`src/hw/fsf_defs.svh`:
```
// offsets, field positions, reset values and counts of the fault flags
`ifndef FSF_DEFS_SVH
`define FSF_DEFS_SVH

// ==========================================================
// register offsets
`define FSF_ADDR_STATUS_TWO    8'h42
`define FSF_ADDR_STATUS_THREE  8'h43

// ==========================================================
// fault_status_two field positions
`define FSF_S2_V12             0
`define FSF_S2_SUMMARY         1
`define FSF_S2_FAN_BASE        2
`define FSF_S2_DIODE_ONE       6
`define FSF_S2_DIODE_TWO       7

// ==========================================================
// fault_status_three field positions
`define FSF_S3_ZONE_FOUR       0
`define FSF_S3_PECI_DATA       1
`define FSF_S3_PECI_LINK       2
`define FSF_S3_ABS_LIMIT       3
`define FSF_S3_USED_BITS       4

// ==========================================================
// reset values and counts
`define FSF_FLAG_RESET         1'b0
`define FSF_STATUS_RESET       8'h00
`define FSF_FAN_COUNT          4
`define FSF_PECI_COUNT         4

`endif

```
`src/hw/fsf_pkg.sv`:
```
// shared types of the fault status flag block
package fsf_pkg;

  // ==========================================================
  // data types
  typedef logic [7:0]  fsf_byte_t;
  typedef logic [15:0] fsf_count_t;
  typedef logic [3:0]  fsf_nibble_t;

endpackage

```
`src/hw/fsf_sticky_bit.sv`:
```
// one sticky fault flag: set by its condition, cleared by a read
`timescale 1ns/100ps
`include "fsf_defs.svh"

module fsf_sticky_bit
(
  // clock and reset
  input  wire logic sys_clk,
  input  wire logic resetn,
  // control
  input  wire logic fault,
  input  wire logic clear,
  // state
  output logic      flag_q
);

  logic flag_d;

  // ==========================================================
  // next value: a present fault always wins over the clear
  always_comb
  begin
    flag_d = fault | (flag_q & ~clear);
  end

  // register
  always_ff @(posedge sys_clk)
  begin
    if (!resetn)
      flag_q <= `FSF_FLAG_RESET;
    else
      flag_q <= flag_d;
  end

endmodule

```
`src/hw/fsf_status.sv`:
```
// sticky fault status registers two and three with read-to-clear
// Notes on behaviour
// - read-only byte at 42h: 12V, summary, four fan stalls, two diode faults.
// - a flag sets on its fault and holds until software reads it.
// - a read clears each flag only if its fault has gone.
// - writes to either status register change nothing.
// - 12V flag sets when value <= low limit or > high limit.
// - summary bit 1 of 42h sets while any 43h bit is set.
// - fan stall flag sets when tach period exceeds its 16-bit minimum.
// - remote diode one open sets bit 6 and the zone one flag.
// - remote diode two open sets bit 7 and the zone three flag.
// - read-only byte at 43h: zone four, PECI data, link, absolute; rest zero.
// - zone four flag sets while its temperature limit is exceeded.
// - PECI data flag sets when any processor reports error and underflow.
// - PECI link flag sets when any processor reports error without underflow.
// - absolute limit flag sets when any zone passes its absolute limit.
// - first status register bit 7 sets while any 42h bit is set.
`timescale 1ns/100ps
`include "fsf_defs.svh"

module fsf_status
(
  // clock and reset
  input  wire logic                        sys_clk,
  input  wire logic                        resetn,
  // register access from the serial bus engine
  input  wire logic [7:0]                  reg_addr,
  input  wire logic                        reg_rd,
  input  wire logic                        reg_wr,
  input  wire logic [7:0]                  reg_wdata,
  output fsf_pkg::fsf_byte_t               reg_rdata_q,
  // 12V measurement and limits
  input  wire logic [7:0]                  v12_value,
  input  wire logic [7:0]                  v12_low_limit,
  input  wire logic [7:0]                  v12_high_limit,
  // fan tachometer periods and minimum counts
  input  wire logic [3:0][15:0]            tach_period,
  input  wire logic [3:0][15:0]            tach_minimum,
  // remote diode open faults
  input  wire logic                        remote_diode_one_open,
  input  wire logic                        remote_diode_two_open,
  // temperature zones
  input  wire logic                        zone_four_exceeded,
  input  wire logic                        any_zone_abs_exceeded,
  // per-processor PECI status
  input  wire logic [3:0]                  peci_error,
  input  wire logic [3:0]                  peci_underflow,
  // to the first status register
  output logic                             status_two_any_q,
  output logic                             zone_one_fault_q,
  output logic                             zone_three_fault_q
);

  fsf_pkg::fsf_byte_t   stat2_q;
  fsf_pkg::fsf_nibble_t stat3_q;
  fsf_pkg::fsf_byte_t   cond2;
  fsf_pkg::fsf_nibble_t cond3;
  logic                 rd_two;
  logic                 rd_three;
  fsf_pkg::fsf_byte_t   reg_rdata_d;
  logic                 status_two_any_d;
  logic                 zone_one_fault_d;
  logic                 zone_three_fault_d;
  logic [3:0]           fan_stall;

  // ==========================================================
  // read decode; writes are never decoded
  assign rd_two   = reg_rd && (reg_addr == `FSF_ADDR_STATUS_TWO);
  assign rd_three = reg_rd && (reg_addr == `FSF_ADDR_STATUS_THREE);

  // ==========================================================
  // per-fan stall comparison
  genvar g;
  generate
    for (g = 0; g < `FSF_FAN_COUNT; g++)
    begin : g_fan
      assign fan_stall[g] = tach_period[g] > tach_minimum[g];
    end
  endgenerate

  // ==========================================================
  // fault conditions for both registers
  always_comb
  begin
    cond2 = 8'h00;
    cond3 = 4'h0;
    cond2[`FSF_S2_V12] = (v12_value <= v12_low_limit)
                       | (v12_value > v12_high_limit);
    cond2[`FSF_S2_SUMMARY] = |stat3_q;
    cond2[`FSF_S2_FAN_BASE +: 4] = fan_stall;
    cond2[`FSF_S2_DIODE_ONE] = remote_diode_one_open;
    cond2[`FSF_S2_DIODE_TWO] = remote_diode_two_open;
    cond3[`FSF_S3_ZONE_FOUR] = zone_four_exceeded;
    cond3[`FSF_S3_PECI_DATA] = |(peci_error & peci_underflow);
    cond3[`FSF_S3_PECI_LINK] = |(peci_error & ~peci_underflow);
    cond3[`FSF_S3_ABS_LIMIT] = any_zone_abs_exceeded;
  end

  // ==========================================================
  // sticky flags, one per bit
  generate
    for (g = 0; g < 8; g++)
    begin : g_two
      fsf_sticky_bit u_bit
      (
        .sys_clk (sys_clk),
        .resetn  (resetn),
        .fault   (cond2[g]),
        .clear   (rd_two),
        .flag_q  (stat2_q[g])
      );
    end
    for (g = 0; g < `FSF_S3_USED_BITS; g++)
    begin : g_three
      fsf_sticky_bit u_bit
      (
        .sys_clk (sys_clk),
        .resetn  (resetn),
        .fault   (cond3[g]),
        .clear   (rd_three),
        .flag_q  (stat3_q[g])
      );
    end
  endgenerate

  // ==========================================================
  // read data and outputs toward the first status register
  always_comb
  begin
    reg_rdata_d = reg_rdata_q;
    if (rd_two)
      reg_rdata_d = stat2_q;
    else if (rd_three)
      reg_rdata_d = {4'h0, stat3_q};
    else if (reg_rd)
      reg_rdata_d = `FSF_STATUS_RESET;
    status_two_any_d   = |stat2_q;
    zone_one_fault_d   = remote_diode_one_open;
    zone_three_fault_d = remote_diode_two_open;
  end

  // register
  always_ff @(posedge sys_clk)
  begin
    if (!resetn)
    begin
      reg_rdata_q        <= `FSF_STATUS_RESET;
      status_two_any_q   <= 1'b0;
      zone_one_fault_q   <= 1'b0;
      zone_three_fault_q <= 1'b0;
    end
    else
    begin
      reg_rdata_q        <= reg_rdata_d;
      status_two_any_q   <= status_two_any_d;
      zone_one_fault_q   <= zone_one_fault_d;
      zone_three_fault_q <= zone_three_fault_d;
    end
  end
endmodule

```
`config.mk`:
```
export PLATFORM = sky130hd
export DESIGN_NAME = fsf_status
export DESIGN_NICKNAME = d
export VERILOG_FILES = /design/src/hw/fsf_pkg.sv /design/src/hw/fsf_sticky_bit.sv /design/src/hw/fsf_status.sv
export VERILOG_INCLUDE_DIRS = /design/src /design/src/hw
export SDC_FILE = /design/constraint.sdc
export NUM_CORES = 1
export LEC_CHECK = 0
export BUFFER_PORTS_ARGS = -buffer_cell sky130_fd_sc_hd__buf_2
export CAP_MARGIN = 20
export CORE_ASPECT_RATIO = 0.5
export CORE_MARGIN = 3
export CORE_UTILIZATION = 39
export CTS_BUF_LIST = sky130_fd_sc_hd__clkbuf_16
export CTS_CLUSTER_SIZE = 30
export DETAILED_ROUTE_END_ITERATION = 10
export PLACE_DENSITY = 0.91
export SLEW_MARGIN = 20
export SYNTH_ARGS = -nofsm -noshare
export SYNTH_HDL_FRONTEND = slang
export SYNTH_SLANG_ARGS = --single-unit
```
`constraint.sdc`:
```
create_clock -name sys_clk -period 1.6 [get_ports sys_clk]
set_input_delay 0.32 -clock sys_clk [delete_from_list [all_inputs] [get_ports sys_clk]]
set_output_delay 0.32 -clock sys_clk [all_outputs]
set_load 0.01 [all_outputs]
```
### Word-level counts from Yosys, hierarchy flattened

Index checks and enable logic that the tools add are counted.

* flip-flop bits (word level): 23
* bits in latches: 0
* RAM bits: 0
* memory bits (read-only): 0
* logic and storage cells: 64
* memories: 0

* add/subtract/negate cells: 0
* multipliers: 0
* div/mod/pow operators: 0
* magnitude comparators: 6
* eq/ne operators: 2
* shift-type cells: 0
* mux-type cells: 3
* bitwise gates (word level): 30
* reductions and logical operators: 7

Operator list (number)
* > comparator 16 bit: 4
* two-way mux 8 bit: 3
* == test 8 x 7 -> 1 bit, second input constant: 2
* OR 1 bit: 13
* bitwise AND 1 bit: 12
* OR reduction 4 bit: 3
* bitwise AND 4 bit: 2
* > comparator 8 bit: 1
* <= comparator 8 bit: 1
* OR reduction 8 bit: 1
* inverter 4 bit: 1
* nonzero test 3 bit: 1
* logical AND 1 bit: 2
* inverter 1 bit: 2

### Depth between registers and ports, before layout

* word-level depth: 5
* gate-level depth with buffers: 7

### Modules after synthesis

Synthesis repeated with hierarchy kept, for this count alone.

* cell total of the unflattened synthesis: 373
* area, all modules: 2947.8 um^2

By module, submodules not included
* fsf_status: times used 1, cells an instance 337, area each 2452.4 um^2
* fsf_sticky_bit: times used 12, cells an instance 3, area each 41.3 um^2

### Worst setup path after synthesis

No wires, ideal clock.

* kind: input -> register
* start: input port tach_minimum[55] (netlist name)
* end: register g_two[5].u_bit.flag_q
* arrival: 1446 ps
* required time: 1474 ps
* path slack: 28 ps
* cell stages on the path: 7
* cell sequence: inv_1 -> ha_1 -> a21oi_1 -> o21a_1 -> o221ai_1 -> a2111oi_0 -> o2bb2ai_1

* cells in the longest elaborated chain, start to end: 2

Ends and longest elaborated chain
* from (decl): RTL line fsf_status.sv:38 `input wire logic [3:0][15:0] tach_minimum,`
* > comparator 16 bit: RTL line fsf_status.sv:77 `assign fan_stall[g] = tach_period[g] > tach_minimum[g];`
* OR 1 bit: RTL line fsf_sticky_bit.sv:23 `flag_d = fault | (flag_q & ~clear);`
* to (signal assigned): RTL line fsf_sticky_bit.sv:30 `` flag_q <= `FSF_FLAG_RESET; ``
* to (signal assigned): RTL line fsf_sticky_bit.sv:32 `flag_q <= flag_d;`
* to (decl): RTL line fsf_sticky_bit.sv:14 `output logic flag_q`

Every way passes these cells.
A chain may end at the register's enable or synchronous reset.

### Worst setup path after layout

* start: input port v12_value[1]
* end: register g_two[0].u_bit.flag_q

* cells in the longest elaborated chain, start to end: 3

Ends and longest elaborated chain
* from (decl): RTL line fsf_status.sv:33 `input wire logic [7:0] v12_value,`
* <= comparator 8 bit or > comparator 8 bit (tied branches): RTL line fsf_status.sv:87, fsf_status.sv:88
* OR 1 bit (*): RTL line fsf_status.sv:88 `| (v12_value > v12_high_limit);`
* OR 1 bit (*): RTL line fsf_sticky_bit.sv:23
* to (signal assigned): RTL line fsf_sticky_bit.sv:30
* to (signal assigned): RTL line fsf_sticky_bit.sv:32
* to (decl): RTL line fsf_sticky_bit.sv:14

Every way passes the cells marked *; elsewhere a longest branch is shown, timed or not.

==> qor.yml <==
status: "completed"
synth_edf_count: 0
p_leak_uw: 0.00243
overflow: 0
yosysSeqAreaShare_pct: 16.2
whs_ns: 0.291
fillers: 615
endpoint_kind: "flop"
power.density_nw_per_um2: 474
hold_class: "in2reg"
grt_util_met1_pct: 19.3
crit_path_start_kind: "input pin"
path_class: "in2reg"
vias_per_cell: 5.02
vias: 3239
antenna_found_initial: 0
max_cap_viol_count: 0
clk_pin_slew_ns: 0.06
die-height_um: 66.4
p_comb_share_pct: 39.3
cts_tree: "done"
dp_slack_ns: -0.332
stdcell_area_um2: 4080
synth_cell_type_count: 37
grt-busiest-layer: "met2"
arrival_ns: 1.64
seqPwrFrac_pct: 33.1
layout-drive-gt1-share_pct: 38.2
postCtsSetupBuffers: 0
first_pass_iters: 4
slew_viol_final: 0
worst_pin_slew_ns: 0.497
wirelength_um: 8010
critPathLaunch: "v12_value[1]"
worstPathMaxFanout: 2
timing.rr.start: "g_two[4].u_bit.flag_q"
post-route-util_pct: 59.2
grt_pass1_wl_um: 12500
ant_nets: 0
setup_violations: 0
drtIter0Drc: 210
grtUsageTotal_pct: 17.8
grt_max_degree: 22
syn-num-nets: 617
worst_ir_drop_vdd_mv: 0.413
core_um2: 6880
crit_end: "g_two[0].u_bit.flag_q"
syn2layout_area_growth_pct: 43.0
antenna_cells: 0
instances_no_fill: 645
syn_area_per_cell_um2: 8.07
fmax_mhz: 670
cts-htree-levels: 1
cts_buffers: 3
clkSinkCount: 23
row_count: 21
ys_warn_count: 0
grtUsageMet2_pct: 36.8
dp.cells: 641
period_minus_slack_ns: 1.49
pwr-share-clk_pct: 27.6
clock_latency_ns: 0.25
finClkSkew_ns: 0.000973
final-hold-violation-count: 0
syn_inst: 353
use_met3_pct: 2.90
cts_root_buf: "clkbuf_16"
relSlewSlack_pct: 66.8
rr_worst_depth: 2
synth_top_flop_cell: "dfxtp_1"
place_area_um2: 3980
switching_share_pct: 29.7
internal_power_uw: 1360
portBuffers: 185
synthArstFlopShare_pct: 0
dieArea_um2: 8430
place_hpwl_um: 7190
cp_data_required_time_ns: 1.75
die_x_um: 127
rsz0062_at_grt: "yes"
fin_ws_ns: 0.108
min_period_over_period_pct: 93.3
gp_congestion: 0.833
p_switching_uw: 573
ys_ff_latch: 23
clk_path_buf_depth: 2
fin_nets: 818
initial_core_util_pct: 41.4
synth_area_um2: 2850
r2r-end: "status_two_any_q"
rrSetupSlack_ns: 0.73
grt_pass1_vias: 3043
io_pins: 195
remaining_drc_errors: 0
wl_per_cell_um: 12.4
## metal layers
| metal | part of all wire [%] | vias up |
|---|---|---|
| met5 | 0 | - |
| met4 | 1.2 | 0 |
| met3 | 6.0 | 10 |
| met2 | 54 | 97 |
| met1 | 39 | 1461 |
| li1 | - | 1671 |
## Yosys cell counts, drive strengths merged (2+ instances only)
cell type	number	area [um2]
inv	87	327
ha	80	1000
a21oi	34	170
dfxtp	23	460
nand4	18	113
nor2b	17	106
nand2	13	51.3
a21boi	8	60.1
nand3	8	40.0
a21o	6	45.0
nor4	6	37.5
o211ai	6	45.0
a2111oi	4	35.0
a222oi	4	40.0
a22oi	4	30.0
o2bb2ai	4	35.0
o21ai	3	15.0
a211oi	2	15.0
a221oi	2	17.5
and2	2	12.5
clkbuf	2	7.51
nor2	2	23.8
o21a	2	15.0
o221ai	2	17.5
o22ai	2	12.5
o31ai	2	15.0
or2	2	12.5
## worst min-delay path by stage
| stage | from | endpoint | slack, ns | cells after the start |
|---|---|---|---|---|
| after floorplan | g_two[6].u_bit.flag_q | g_two[6].u_bit.flag_q | 0.45 | 1 |
| after global placement | g_two[7].u_bit.flag_q | g_two[7].u_bit.flag_q | 0.47 | 1 |
| after global routing | any_zone_abs_exceeded | g_three[3].u_bit.flag_q | 0.29 | 3 |
| final | remote_diode_one_open | zone_one_fault_q | 0.29 | 2 |
| after CTS | remote_diode_one_open | zone_one_fault_q | 0.29 | 2 |
| after detailed placement | g_two[4].u_bit.flag_q | g_two[4].u_bit.flag_q | 0.49 | 1 |
## flip-flops by register name, summed over array words and instances, names as in the netlist
signal and count:
zone_one_fault_q 1, g_two.u_bit.flag_q 8, reg_rdata_q 8, zone_three_fault_q 1
status_two_any_q 1, g_three.u_bit.flag_q 4
## cell type report
class                      instances  area, um2  area share (%)
sequential                        23        460            11.3
multi-input combinational        241       2070            50.8
timing repair buffer             198       1020            25.1
tap                               92        115            2.82
clock inverter                     1       5.00           0.123
inverter                          87        327            8.01
clock buffer                       3       75.1            1.84
## cell families after synthesis
| family | after synthesis | share of synthesized area [%] |
|---|---|---|
| AOI/OAI and AO/OA | 89 | 21.2 |
| buffers and inverters | 89 | 11.7 |
| adders and majority gates | 80 | 35.1 |
| and+or+nand+nor | 72 | 15.8 |
| DFF | 23 | 16.2 |
## power by group through the flow
stage	Clock, uW	Combinational, uW	Sequential [uW]
CTS	544	766	638
global placement	0	718	650
global route	577	876	643
detailed placement	0	753	650
finish	533	760	639
floorplan	0	393	643
## layout by cell type (no fill, tap or decap), types with 2 or more instances in the layout
cell	Yosys	routed
a2111oi_1	0	2
a211oi_1	2	2
a21boi_0	8	7
a21o_1	6	6
a21oi_1	34	34
a221oi_1	2	2
a222oi_1	4	4
a22oi_1	4	4
and2_1	2	2
buf_2	0	185
buf_4	0	13
clkbuf_16	0	3
dfxtp_1	23	23
ha_1	80	80
inv_1	87	87
nand2_1	12	12
nand3_1	8	8
nand4_1	18	18
nor2b_1	17	17
nor4_1	6	5
o211ai_1	6	6
o21a_1	2	2
o21ai_0	3	3
o221ai_1	2	2
o22ai_1	2	2
o2bb2ai_1	4	4
o31ai_1	2	2
or2_2	2	2
## repair_timing
item / in CTS / in global routing
pin swaps: 0 / 2
setup endpoints to repair: 1 / 3
endpoints found under the hold margin: 0 / 0
resized for setup: 2 / 4
cloned: 0 / 0
hold buffers: 0 / 0
## critical path: stages
cell      delay [ns]
buf_2           0.11
ha_1            0.30
nor2b_1         0.14
o211ai_1        0.15
a21oi_1         0.09
o32a_1          0.30
o31a_1          0.24
## through the flow
stage          total power (uW)  setup TNS [ns]
2_1_floorplan              1040               0
3_3_place_gp               1370          -0.563
3_5_place_dp               1400          -0.799
4_1_cts                    1950               0
5_1_grt                    2100         -0.0231
6_report                   1930               0
Note: power is estimated with default switching activity, not from simulation.
